--- src/verilog/eies_pkg.sv ---
package eies_pkg;

  // ----------------------------------------------------------------------
  // Sizes
  // ----------------------------------------------------------------------
  localparam int EIES_NPINS = 11;  // Pins 4 to 14
  localparam int EIES_DEC_W = 10;  // Word index bits decoded from haddr

  // ----------------------------------------------------------------------
  // Register indices (byte address is four times the index)
  // ----------------------------------------------------------------------
  localparam logic [31:0] EIES_IDX_RISE1  = 32'hfffffc22;
  localparam logic [31:0] EIES_IDX_FALL1  = 32'hfffffc02;
  localparam logic [31:0] EIES_IDX_RISE3  = 32'hfffffc40;
  localparam logic [31:0] EIES_IDX_FALL3  = 32'hfffffc41;
  localparam logic [31:0] EIES_IDX_FALL3U = 32'hfffffc42;
  localparam logic [31:0] EIES_IDX_FALL3L = 32'hfffffc43;
  localparam logic [31:0] EIES_IDX_RISE6L = 32'hfffffc0c;
  localparam logic [31:0] EIES_IDX_FALL6L = 32'hfffffc2c;
  localparam logic [31:0] EIES_IDX_RISE8  = 32'hfffffc44;
  localparam logic [31:0] EIES_IDX_FALL8  = 32'hfffffc45;
  localparam logic [31:0] EIES_IDX_RISE9H = 32'hfffffc33;
  localparam logic [31:0] EIES_IDX_FALL9H = 32'hfffffc13;
  localparam logic [31:0] EIES_IDX_STAT   = 32'hfffffc48;
  localparam logic [31:0] EIES_IDX_MASK   = 32'hfffffc49;

  // ----------------------------------------------------------------------
  // Implemented bits of each register
  // ----------------------------------------------------------------------
  localparam logic [7:0]  EIES_BITS_GRP1 = 8'h03;
  localparam logic [15:0] EIES_BITS_GRP3 = 16'h0202;
  localparam logic [7:0]  EIES_BITS_GRP6 = 8'h07;
  localparam logic [7:0]  EIES_BITS_GRP8 = 8'h01;
  localparam logic [7:0]  EIES_BITS_GRP9 = 8'he0;
  localparam logic [10:0] EIES_BITS_IRQ  = 11'h7ff;

  // ----------------------------------------------------------------------
  // Field positions
  // ----------------------------------------------------------------------
  localparam int EIES_POS_PIN7 = 1;  // Group 3 bit for pin 7
  localparam int EIES_POS_PIN8 = 9;  // Group 3 bit for pin 8
  localparam int EIES_POS_PIN4 = 5;  // Bit 13 sits at bit 5 of the byte

  // ----------------------------------------------------------------------
  // Reset values
  // ----------------------------------------------------------------------
  localparam logic [7:0]  EIES_RST8    = 8'h00;
  localparam logic [15:0] EIES_RST16   = 16'h0000;
  localparam logic [10:0] EIES_RST_IRQ = 11'h000;

endpackage : eies_pkg

--- src/verilog/eies_top.sv ---
// Decided for this implementation: register access over AHB-Lite.
`timescale 1ns/10ps
// How it works
// - Enable pair per pin: none, rising, falling or both edges detected.
// - Group one bit 0 drives pin 9, bit 1 drives pin 10.
// - Group three bit 1 drives pin 7, bit 9 drives pin 8.
// - Group three registers are accessed as whole 16-bit values.
// - Group three falling register also reachable as upper and lower bytes.
// - Reset clears every edge-select register; detection starts disabled.
// - Group six low bits 0 to 2 drive pins 11 to 13; rest zero.
// - Group eight bit 0 holds rise and fall enables of pin 14.
// - Group nine high bits 13 to 15 drive pins 4 to 6; rest zero.
// - Groups one, six, eight and nine accept byte-wide accesses.
// - A request rises only on an edge matching the enabled selection.
module eies_top
  import eies_pkg::*;
(
  input  wire logic        clk,
  input  wire logic        arst_n,
  input  wire logic        hsel,
  input  wire logic [31:0] haddr,
  input  wire logic [1:0]  htrans,
  input  wire logic        hwrite,
  input  wire logic [2:0]  hsize,
  input  wire logic [31:0] hwdata,
  input  wire logic        hready,
  output logic             hreadyout,
  output logic [31:0]      hrdata,
  output logic             hresp,
  input  wire logic        ext_irq_pin_4,
  input  wire logic        ext_irq_pin_5,
  input  wire logic        ext_irq_pin_6,
  input  wire logic        ext_irq_pin_7,
  input  wire logic        ext_irq_pin_8,
  input  wire logic        ext_irq_pin_9,
  input  wire logic        ext_irq_pin_10,
  input  wire logic        ext_irq_pin_11,
  input  wire logic        ext_irq_pin_12,
  input  wire logic        ext_irq_pin_13,
  input  wire logic        ext_irq_pin_14,
  output logic             irq_req_4,
  output logic             irq_req_5,
  output logic             irq_req_6,
  output logic             irq_req_7,
  output logic             irq_req_8,
  output logic             irq_req_9,
  output logic             irq_req_10,
  output logic             irq_req_11,
  output logic             irq_req_12,
  output logic             irq_req_13,
  output logic             irq_req_14,
  output logic             irq
);

  // ----------------------------------------------------------------------
  // Declarations
  // ----------------------------------------------------------------------
  logic                    rst_meta;
  logic                    rst_n;
  logic                    wr_pend;
  logic [EIES_DEC_W-1:0]   wr_idx;
  logic                    ap_valid;
  logic [EIES_DEC_W-1:0]   ap_idx;
  logic [31:0]             next_rdata;
  logic [7:0]              rise_sel_grp1;
  logic [7:0]              fall_sel_grp1;
  logic [15:0]             rise_sel_grp3;
  logic [15:0]             fall_sel_grp3;
  logic [7:0]              rise_sel_grp6_low;
  logic [7:0]              fall_sel_grp6_low;
  logic [7:0]              rise_sel_grp8;
  logic [7:0]              fall_sel_grp8;
  logic [7:0]              rise_sel_grp9_high;
  logic [7:0]              fall_sel_grp9_high;
  logic [EIES_NPINS-1:0]   irq_status;
  logic [EIES_NPINS-1:0]   irq_mask;
  logic [EIES_NPINS-1:0]   next_status;
  logic [EIES_NPINS-1:0]   pin_vec;
  logic [EIES_NPINS-1:0]   rise_en;
  logic [EIES_NPINS-1:0]   fall_en;
  logic [EIES_NPINS-1:0]   req;

  // Decode helper: does the given word index (pending write or read address phase) hit this register index
  function automatic logic hit(input logic [EIES_DEC_W-1:0] idx,
                               input logic [31:0]           reg_idx);
    hit = (idx == reg_idx[EIES_DEC_W-1:0]);
  endfunction : hit

  // ----------------------------------------------------------------------
  // Reset release
  // ----------------------------------------------------------------------
  // Assert at once, release through two flops to avoid a ragged release
  always_ff @(posedge clk or negedge arst_n) begin
    if (!arst_n) begin
      rst_meta <= 1'b0;
      rst_n    <= 1'b0;
    end else begin
      rst_meta <= 1'b1;
      rst_n    <= rst_meta;
    end
  end

  // ----------------------------------------------------------------------
  // AHB-Lite slave
  // ----------------------------------------------------------------------
  assign ap_valid = hsel & htrans[1] & hready;
  assign ap_idx   = haddr[EIES_DEC_W+1:2];

  // Write address captured in the address phase, data taken next cycle.
  // Only whole-word transfers are expected; hsize is not checked.
  always_ff @(posedge clk or negedge rst_n) begin
    if (!rst_n) begin
      wr_pend <= 1'b0;
      wr_idx  <= '0;
    end else begin
      wr_pend <= ap_valid & hwrite;
      if (ap_valid & hwrite) begin
        wr_idx <= ap_idx;
      end
    end
  end

  // Zero wait states and always OKAY
  always_ff @(posedge clk or negedge rst_n) begin
    if (!rst_n) begin
      hreadyout <= 1'b1;
      hresp     <= 1'b0;
    end else begin
      hreadyout <= 1'b1;
      hresp     <= 1'b0;
    end
  end

  // Read mux; unmapped indices and reserved bits read as zero
  always_comb begin
    next_rdata = 32'h0000_0000;
    if (hit(ap_idx, EIES_IDX_RISE1)) begin
      next_rdata[7:0] = rise_sel_grp1;
    end else if (hit(ap_idx, EIES_IDX_FALL1)) begin
      next_rdata[7:0] = fall_sel_grp1;
    end else if (hit(ap_idx, EIES_IDX_RISE3)) begin
      next_rdata[15:0] = rise_sel_grp3;
    end else if (hit(ap_idx, EIES_IDX_FALL3)) begin
      next_rdata[15:0] = fall_sel_grp3;
    end else if (hit(ap_idx, EIES_IDX_FALL3U)) begin
      next_rdata[7:0] = fall_sel_grp3[15:8];
    end else if (hit(ap_idx, EIES_IDX_FALL3L)) begin
      next_rdata[7:0] = fall_sel_grp3[7:0];
    end else if (hit(ap_idx, EIES_IDX_RISE6L)) begin
      next_rdata[7:0] = rise_sel_grp6_low;
    end else if (hit(ap_idx, EIES_IDX_FALL6L)) begin
      next_rdata[7:0] = fall_sel_grp6_low;
    end else if (hit(ap_idx, EIES_IDX_RISE8)) begin
      next_rdata[7:0] = rise_sel_grp8;
    end else if (hit(ap_idx, EIES_IDX_FALL8)) begin
      next_rdata[7:0] = fall_sel_grp8;
    end else if (hit(ap_idx, EIES_IDX_RISE9H)) begin
      next_rdata[7:0] = rise_sel_grp9_high;
    end else if (hit(ap_idx, EIES_IDX_FALL9H)) begin
      next_rdata[7:0] = fall_sel_grp9_high;
    end else if (hit(ap_idx, EIES_IDX_STAT)) begin
      next_rdata[EIES_NPINS-1:0] = irq_status;
    end else if (hit(ap_idx, EIES_IDX_MASK)) begin
      next_rdata[EIES_NPINS-1:0] = irq_mask;
    end
  end

  // Read data registered at the address phase so it stands in the data
  // phase; a read right behind a write sees the value before that write
  always_ff @(posedge clk or negedge rst_n) begin
    if (!rst_n) begin
      hrdata <= 32'h0000_0000;
    end else if (ap_valid & ~hwrite) begin
      hrdata <= next_rdata;
    end
  end

  // ----------------------------------------------------------------------
  // Edge-select registers
  // ----------------------------------------------------------------------
  // Group one: pins 9 and 10
  always_ff @(posedge clk or negedge rst_n) begin
    if (!rst_n) begin
      rise_sel_grp1 <= EIES_RST8;
      fall_sel_grp1 <= EIES_RST8;
    end else if (wr_pend) begin
      if (hit(wr_idx, EIES_IDX_RISE1)) begin
        rise_sel_grp1 <= hwdata[7:0] & EIES_BITS_GRP1;
      end
      if (hit(wr_idx, EIES_IDX_FALL1)) begin
        fall_sel_grp1 <= hwdata[7:0] & EIES_BITS_GRP1;
      end
    end
  end

  // Group three rising: whole 16-bit value only
  always_ff @(posedge clk or negedge rst_n) begin
    if (!rst_n) begin
      rise_sel_grp3 <= EIES_RST16;
    end else if (wr_pend && hit(wr_idx, EIES_IDX_RISE3)) begin
      rise_sel_grp3 <= hwdata[15:0] & EIES_BITS_GRP3;
    end
  end

  // Group three falling: one store, three windows onto it
  always_ff @(posedge clk or negedge rst_n) begin
    if (!rst_n) begin
      fall_sel_grp3 <= EIES_RST16;
    end else if (wr_pend) begin
      if (hit(wr_idx, EIES_IDX_FALL3)) begin
        fall_sel_grp3 <= hwdata[15:0] & EIES_BITS_GRP3;
      end else if (hit(wr_idx, EIES_IDX_FALL3U)) begin
        fall_sel_grp3[15:8] <= hwdata[7:0] & EIES_BITS_GRP3[15:8];
      end else if (hit(wr_idx, EIES_IDX_FALL3L)) begin
        fall_sel_grp3[7:0] <= hwdata[7:0] & EIES_BITS_GRP3[7:0];
      end
    end
  end

  // Group six low: pins 11 to 13
  always_ff @(posedge clk or negedge rst_n) begin
    if (!rst_n) begin
      rise_sel_grp6_low <= EIES_RST8;
      fall_sel_grp6_low <= EIES_RST8;
    end else if (wr_pend) begin
      if (hit(wr_idx, EIES_IDX_RISE6L)) begin
        rise_sel_grp6_low <= hwdata[7:0] & EIES_BITS_GRP6;
      end
      if (hit(wr_idx, EIES_IDX_FALL6L)) begin
        fall_sel_grp6_low <= hwdata[7:0] & EIES_BITS_GRP6;
      end
    end
  end

  // Group eight: pin 14, shared with the serial receive input
  always_ff @(posedge clk or negedge rst_n) begin
    if (!rst_n) begin
      rise_sel_grp8 <= EIES_RST8;
      fall_sel_grp8 <= EIES_RST8;
    end else if (wr_pend) begin
      if (hit(wr_idx, EIES_IDX_RISE8)) begin
        rise_sel_grp8 <= hwdata[7:0] & EIES_BITS_GRP8;
      end
      if (hit(wr_idx, EIES_IDX_FALL8)) begin
        fall_sel_grp8 <= hwdata[7:0] & EIES_BITS_GRP8;
      end
    end
  end

  // Group nine high: pins 4 to 6, bits 13 to 15 held in bits 5 to 7
  always_ff @(posedge clk or negedge rst_n) begin
    if (!rst_n) begin
      rise_sel_grp9_high <= EIES_RST8;
      fall_sel_grp9_high <= EIES_RST8;
    end else if (wr_pend) begin
      if (hit(wr_idx, EIES_IDX_RISE9H)) begin
        rise_sel_grp9_high <= hwdata[7:0] & EIES_BITS_GRP9;
      end
      if (hit(wr_idx, EIES_IDX_FALL9H)) begin
        fall_sel_grp9_high <= hwdata[7:0] & EIES_BITS_GRP9;
      end
    end
  end

  // ----------------------------------------------------------------------
  // Pin to enable mapping (vector bit k is pin 4+k)
  // ----------------------------------------------------------------------
  assign pin_vec = {ext_irq_pin_14, ext_irq_pin_13, ext_irq_pin_12,
                    ext_irq_pin_11, ext_irq_pin_10, ext_irq_pin_9,
                    ext_irq_pin_8,  ext_irq_pin_7,  ext_irq_pin_6,
                    ext_irq_pin_5,  ext_irq_pin_4};

  // Rising enables gathered from the groups
  assign rise_en = {rise_sel_grp8[0],
                    rise_sel_grp6_low[2:0],
                    rise_sel_grp1[1:0],
                    rise_sel_grp3[EIES_POS_PIN8],
                    rise_sel_grp3[EIES_POS_PIN7],
                    rise_sel_grp9_high[EIES_POS_PIN4+:3]};

  // Falling enables gathered the same way
  assign fall_en = {fall_sel_grp8[0],
                    fall_sel_grp6_low[2:0],
                    fall_sel_grp1[1:0],
                    fall_sel_grp3[EIES_POS_PIN8],
                    fall_sel_grp3[EIES_POS_PIN7],
                    fall_sel_grp9_high[EIES_POS_PIN4+:3]};

  // ----------------------------------------------------------------------
  // Edge detectors
  // ----------------------------------------------------------------------
  // Pin 14 is watched whatever the serial receiver does; software keeps
  // its enables clear while the receiver owns the pin
  eies_edge_det #(
    .N         (EIES_NPINS)
  ) u_det (
    .clk       (clk),
    .rst_n     (rst_n),
    .pin_async (pin_vec),
    .rise_en   (rise_en),
    .fall_en   (fall_en),
    .req       (req)
  );

  // Request pulses leave straight from the detector flops
  assign irq_req_4  = req[0];
  assign irq_req_5  = req[1];
  assign irq_req_6  = req[2];
  assign irq_req_7  = req[3];
  assign irq_req_8  = req[4];
  assign irq_req_9  = req[5];
  assign irq_req_10 = req[6];
  assign irq_req_11 = req[7];
  assign irq_req_12 = req[8];
  assign irq_req_13 = req[9];
  assign irq_req_14 = req[10];

  // ----------------------------------------------------------------------
  // Sticky status, mask and interrupt line
  // ----------------------------------------------------------------------
  // Write one to clear; a request in the clearing cycle still sets
  always_comb begin
    next_status = irq_status;
    if (wr_pend && hit(wr_idx, EIES_IDX_STAT)) begin
      next_status = irq_status & ~hwdata[EIES_NPINS-1:0];
    end
    next_status = next_status | req;
  end

  always_ff @(posedge clk or negedge rst_n) begin
    if (!rst_n) begin
      irq_status <= EIES_RST_IRQ;
    end else begin
      irq_status <= next_status;
    end
  end

  always_ff @(posedge clk or negedge rst_n) begin
    if (!rst_n) begin
      irq_mask <= EIES_RST_IRQ;
    end else if (wr_pend && hit(wr_idx, EIES_IDX_MASK)) begin
      irq_mask <= hwdata[EIES_NPINS-1:0] & EIES_BITS_IRQ;
    end
  end

  // Registered line; lags the status bit by one clock
  always_ff @(posedge clk or negedge rst_n) begin
    if (!rst_n) begin
      irq <= 1'b0;
    end else begin
      irq <= |(irq_status & irq_mask);
    end
  end

endmodule : eies_top

--- src/verilog/eies_edge_det.sv ---
`timescale 1ns/10ps
// Per-pin synchroniser and edge detector with one-clock request pulses
module eies_edge_det #(
  parameter int N = 11
) (
  input  wire logic         clk,
  input  wire logic         rst_n,
  input  wire logic [N-1:0] pin_async,
  input  wire logic [N-1:0] rise_en,
  input  wire logic [N-1:0] fall_en,
  output logic      [N-1:0] req
);

  logic [N-1:0] sync1;
  logic [N-1:0] sync2;
  logic [N-1:0] prev;

  // ----------------------------------------------------------------------
  // Detector per pin
  // ----------------------------------------------------------------------
  genvar i;
  generate
    for (i = 0; i < N; i++) begin : g_pin
      // Two flops before any logic; prev tracks even when disabled so that
      // enabling a pin never fires on stale history
      always_ff @(posedge clk or negedge rst_n) begin
        if (!rst_n) begin
          sync1[i] <= 1'b0;
          sync2[i] <= 1'b0;
          prev[i]  <= 1'b0;
          req[i]   <= 1'b0;
        end else begin
          sync1[i] <= pin_async[i];
          sync2[i] <= sync1[i];
          prev[i]  <= sync2[i];
          // Decode of the enable pair: none, rise, fall or both
          req[i]   <= (rise_en[i] & sync2[i] & ~prev[i]) |
                      (fall_en[i] & ~sync2[i] & prev[i]);
        end
      end
    end
  endgenerate

endmodule : eies_edge_det

--- config.mk ---
export PLATFORM = sky130hd
export DESIGN_NAME = eies_top
export DESIGN_NICKNAME = d
export VERILOG_FILES = /design/src/verilog/eies_pkg.sv /design/src/verilog/eies_top.sv /design/src/verilog/eies_edge_det.sv
export SDC_FILE = /design/constraint.sdc
export NUM_CORES = 1
export LEC_CHECK = 0
export ABC_AREA = 1
export ABC_CLOCK_PERIOD_IN_PS = 3700
export BUFFER_PORTS_ARGS = -buffer_cell sky130_fd_sc_hd__buf_2
export CORE_MARGIN = 2
export CORE_UTILIZATION = 53
export CTS_CLUSTER_SIZE = 8
export DETAILED_ROUTE_END_ITERATION = 10
export HOLD_SLACK_MARGIN = 0.1
export PLACE_DENSITY = 0.84
export SLEW_MARGIN = 30
export SYNTH_ARGS = -nofsm -noshare
export SYNTH_HDL_FRONTEND = slang
export SYNTH_SLANG_ARGS = --single-unit
--- constraint.sdc ---
create_clock -name clk -period 3.7 [get_ports clk]
set_input_delay 0.555 -clock clk [delete_from_list [all_inputs] [get_ports clk]]
set_output_delay 0.555 -clock clk [all_outputs]
set_load 0.03 [all_outputs]
==> results.txt <==
----------------------------------------------------
[Run status]
  Outcome ... complete, no violations

[Yosys]
  Part of the Yosys area used for sequential elements ... 56.8%
  Synthesized-area fraction occupied by adder cells ... 0%
  Syn_area_per_cell ... 9.15 um2
  Leading cell type by number of instances after synthesis ... sky130_fd_sc_hd__nand2_1
  Synth async-reset ratio ... 100%
  Simple-gate share of the synthesized area ... 21.4%
  Mux contribution to synthesized area ... 0%
  Post-synth top area share ... 56.8%
  Count of yosys warnings during synthesis ... 0
  Main combinational cell family by area after synthesis ... simple AND/OR/NAND/NOR gates
  Synth Instances ... 544
  Area of the mapped netlist ... 4980 um2
  Distinct cell type count of the synthesized netlist ... 38
  Synth area leader ... sky130_fd_sc_hd__dfrtp_1
  Largest cells by area after synthesis ... sky130_fd_sc_hd__dfrtp_1 (57%), sky130_fd_sc_hd__nand2_1 (8.9%), sky130_fd_sc_hd__o21ai_0 (4.5%)
  Number of register bits inferred by synthesis ... 113
  Synth Area in Compound Gates ... 12.2%
  Top cells by instance count after synthesis ... sky130_fd_sc_hd__nand2_1 (118), sky130_fd_sc_hd__dfrtp_1 (113), sky130_fd_sc_hd__inv_1 (57), sky130_fd_sc_hd__o21ai_0 (45), sky130_fd_sc_hd__nor2_1 (34)
  Main flop type after synthesis ... sky130_fd_sc_hd__dfrtp_1
  Post-synthesis share of cell area spent on xor and xnor gates ... 0%
  Number of synthesized flops with an enable pin ... 0

[Clock network]
  Max Buffers Root-to-Sink ... 2
  TritonCTS sink count ... 113
  Skew-Pair Late Insertion Delay ... 0.51 ns
  Deepest level of the CTS H-tree ... 4
  CTS Root Cell ... sky130_fd_sc_hd__clkbuf_8
  Clock-pin transition on the worst setup and hold timing paths ... 0.06 ns
  Number of setup buffers added after CTS ... 0
  TritonCTS clock tree ... built
  Number of CTS-inserted buffers ... 17

[Global routing]
  Largest net degree at the start of global routing ... 67
  Tot GR Track Use ... 24.8%
  GRT Residual Overflow ... 0
  Global-route wire length before repair ... 18800 um
  Vias in the first global route ... 3848
  Antenna violations before repair ... 0

[Routing]
  DRT iter0 DRCs ... 325
  Wirelength, routed ... 11500 um
  Pre-Repair DR Iteration Count ... 5
  Antenna-violating nets left ... 0
  Via count normalized by instance count ... 5.26
  Wire per inst ... 15.5 um
  Routed via count ... 3918
  Detailed-route DRC error count ... 0

[Setup path]
  Peak fanout along the critical path ... 12
  Critical path type ... reg -> reg
  Most repeated library cell on the critical path ... sky130_fd_sc_hd__inv_2
  Endpoint kind of the worst setup timing path ... register
  Cell breakdown of the critical path ... inv_2, nand2_2, nor3_4, inv_2, nor3_2, nand4_1, buf_6, nand2_1, o21ai_1
  Number of buffers and inverters on the critical path ... 3
  Crit path DAT ... 2.53 ns
  Kind of launch point of the worst setup path ... register
  Data required time at the worst endpoint ... 4.08 ns
  Cell class contributing the biggest share of worst-path delay ... simple AND/OR/NAND/NOR gates
  Highest cell delay on the worst timing path ... 0.50 ns
  Cell type of the slowest stage on the worst timing path ... sky130_fd_sc_hd__nand4_1

[Power]
  Maximum ir drop on the vdd rail ... 0.377 mV
  Switching power summed over all nets ... 0.850 mW
  Internal power ... 2.30 mW
  Share of total power in the clock network ... 48.0%
  Power density of the placed cells ... 533 nW/um2
  Static leakage power ... 3.07 nW
  Sequential fraction of design power ... 43.7%
  Total Power ... 3.15 mW
  Power share of the combinational group ... 8.3%
  Sw Share ... 27.0%

[Run]
  Max-cap violations ... 0

[Timing]
  Hold Worst Slack ... 0.141 ns
  Slew of the pin with the lowest slew margin ... 0.845 ns
  Tmin final ... 2.15 ns
  Total Negative Setup Slacks ... 0 ns
  RSZ-0062 raised after global routing ... no
  Worst clock skew ... 0.0124 ns
  Final slew viol count ... 0
  Fmax achieved ... 0.464 GHz
  Endpoints failing setup ... 0
  Worst-case headroom to the max-slew limit ... 43.5%
  Fin crit share ... 58.2%
  Endpoints failing hold ... 0

[Die]
  Width of the die ... 101 um
  Standard-cell rows ... 35
  Starting utilization of the core area ... 54.1%
  Number of top-level design ports ... 131
  Standard cell core area ... 9200 um2
  Die area ... 10200 um2
  Overall die height ... 101 um

[Placement]
  Cell count after placement ... 711
  Placer's final routability congestion estimate ... 0.902
  Cell area after placement ... 5320 um2
  Detailed Place HPWL ... 8300 um
  Count of buffers from port buffering ... 60

[Finish]
  Non-filler instance count after layout ... 745
  Finished Cell Area ... 5900 um2
  Final Net Count ... 706
  Share of cells above drive strength 1 ... 22.7%
  Area Overhead vs Synth ... 18.6%
  Antenna diode instance count ... 0

[Min path]
  Hold/Removal Path Class ... in -> reg

----------------------------------------------------
-- power groups by stage --
stage	Sequential (mW)	Clock (mW)	Combinational, mW
after floorplan	1.41	0	0.171
after global placement	1.39	0	0.250
after detailed placement	1.40	0	0.256
after CTS	1.38	1.53	0.259
after global routing	1.39	1.60	0.288
final	1.38	1.51	0.260
-- final timing paths --
| check | slack (ns) | startpoint | cells past startpoint | to |
|---|---|---|---|---|
| max | 1.55 | wr_idx[4] | 9 | irq_mask[3] |
| min | 0.14 | ext_irq_pin_13 | 1 | u_det.sync1[9] |
| max reg2reg | 1.55 | wr_idx[4] | 9 | irq_mask[3] |
| min reg2reg | 0.35 | u_det.sync1[9] | 0 | u_det.sync2[9] |
| max in group asynchronous | 2.42 | rst_n | 1 | rise_sel_grp6_low[1] |
| min in group asynchronous | 0.34 | arst_n | 2 | rst_n |
-- per-layer routing --
metal  GRT usage [%]  share of wire, %  vias to the layer above
met5               0                 0                        -
met4            11.9               3.0                        0
met3            6.24               5.0                       23
met2            40.4                49                      157
met1            31.0                43                     1856
li1                -                 -                     1882
-- registers in the layout, summed over array words and instances (netlist names), 3 cells and up --
signal / cells
hrdata: 11
irq_mask: 11
irq_status: 11
u_det.prev: 11
u_det.req: 11
u_det.sync1: 11
u_det.sync2: 11
wr_idx: 10
fall_sel_grp6_low: 3
fall_sel_grp9_high: 3
rise_sel_grp6_low: 3
rise_sel_grp9_high: 3
-- final cells by class --
type / instances / area [um2]
Tap cell: 111 / 139
Inverter: 73 / 277
Multi-Input combinational cell: 352 / 1760
Timing Repair Buffer: 64 / 337
Fill cell: 745 / 3290
Clock buffer: 18 / 428
Sequential cell: 113 / 2830
Clock inverter: 14 / 131
-- stage by stage --
stage | setup WS (ns) | util (%)
after global routing | 1.38 | 64.2
after detailed placement | 1.17 | 57.9
after global placement | 1.30 | 57.9
after CTS | 1.31 | 64.1
final | 1.55 | 64.2
after floorplan | 0.319 | -
-- worst register-to-register path, delay by kind of cell, from the launching register on --
family	cells	cell delay, ns
simple gates	5	1.01
flops	1	0.42
compound gates	1	0.07
buf+inv	3	0.53
-- layout by cell type, fill, tap and decap left out, types with 2 or more instances in the layout --
master and n:
sky130_fd_sc_hd__nand2_1 118, sky130_fd_sc_hd__dfrtp_1 112, sky130_fd_sc_hd__buf_2 60, sky130_fd_sc_hd__inv_1 57, sky130_fd_sc_hd__o21ai_0 45, sky130_fd_sc_hd__nor2_1 34, sky130_fd_sc_hd__conb_1 24, sky130_fd_sc_hd__o21ai_1 21
sky130_fd_sc_hd__nand3_1 18, sky130_fd_sc_hd__clkbuf_16 16, sky130_fd_sc_hd__inv_2 15, sky130_fd_sc_hd__o21bai_1 10, sky130_fd_sc_hd__o22ai_1 9, sky130_fd_sc_hd__nand3b_1 9, sky130_fd_sc_hd__nor2_2 9, sky130_fd_sc_hd__nand2_2 8
sky130_fd_sc_hd__a21oi_1 8, sky130_fd_sc_hd__nor3_1 8, sky130_fd_sc_hd__nand4_1 5, sky130_fd_sc_hd__clkinvlp_4 4, sky130_fd_sc_hd__inv_6 4, sky130_fd_sc_hd__a221oi_1 3, sky130_fd_sc_hd__nor2_4 3, sky130_fd_sc_hd__clkinv_4 3
sky130_fd_sc_hd__nor3_2 2, sky130_fd_sc_hd__a211oi_1 2, sky130_fd_sc_hd__nor4_1 2, sky130_fd_sc_hd__o221ai_1 2, sky130_fd_sc_hd__o21ai_2 2, sky130_fd_sc_hd__clkbuf_8 2, sky130_fd_sc_hd__clkinv_2 2, sky130_fd_sc_hd__buf_4 2
-- timing repair --
action                                  4_1_cts  5_1_grt
endpoints found under the hold margin         2        0
gates resized for setup                       0        0
hold buffers                                  1        0
endpoints found under the setup margin        0        0
-- logic make-up after synthesis --
logic type,count (synthesis)
simple gates,223
flops,113
compound gates,105
buf+inv,101
other cells,2
(Power assumes the default switching activity.)
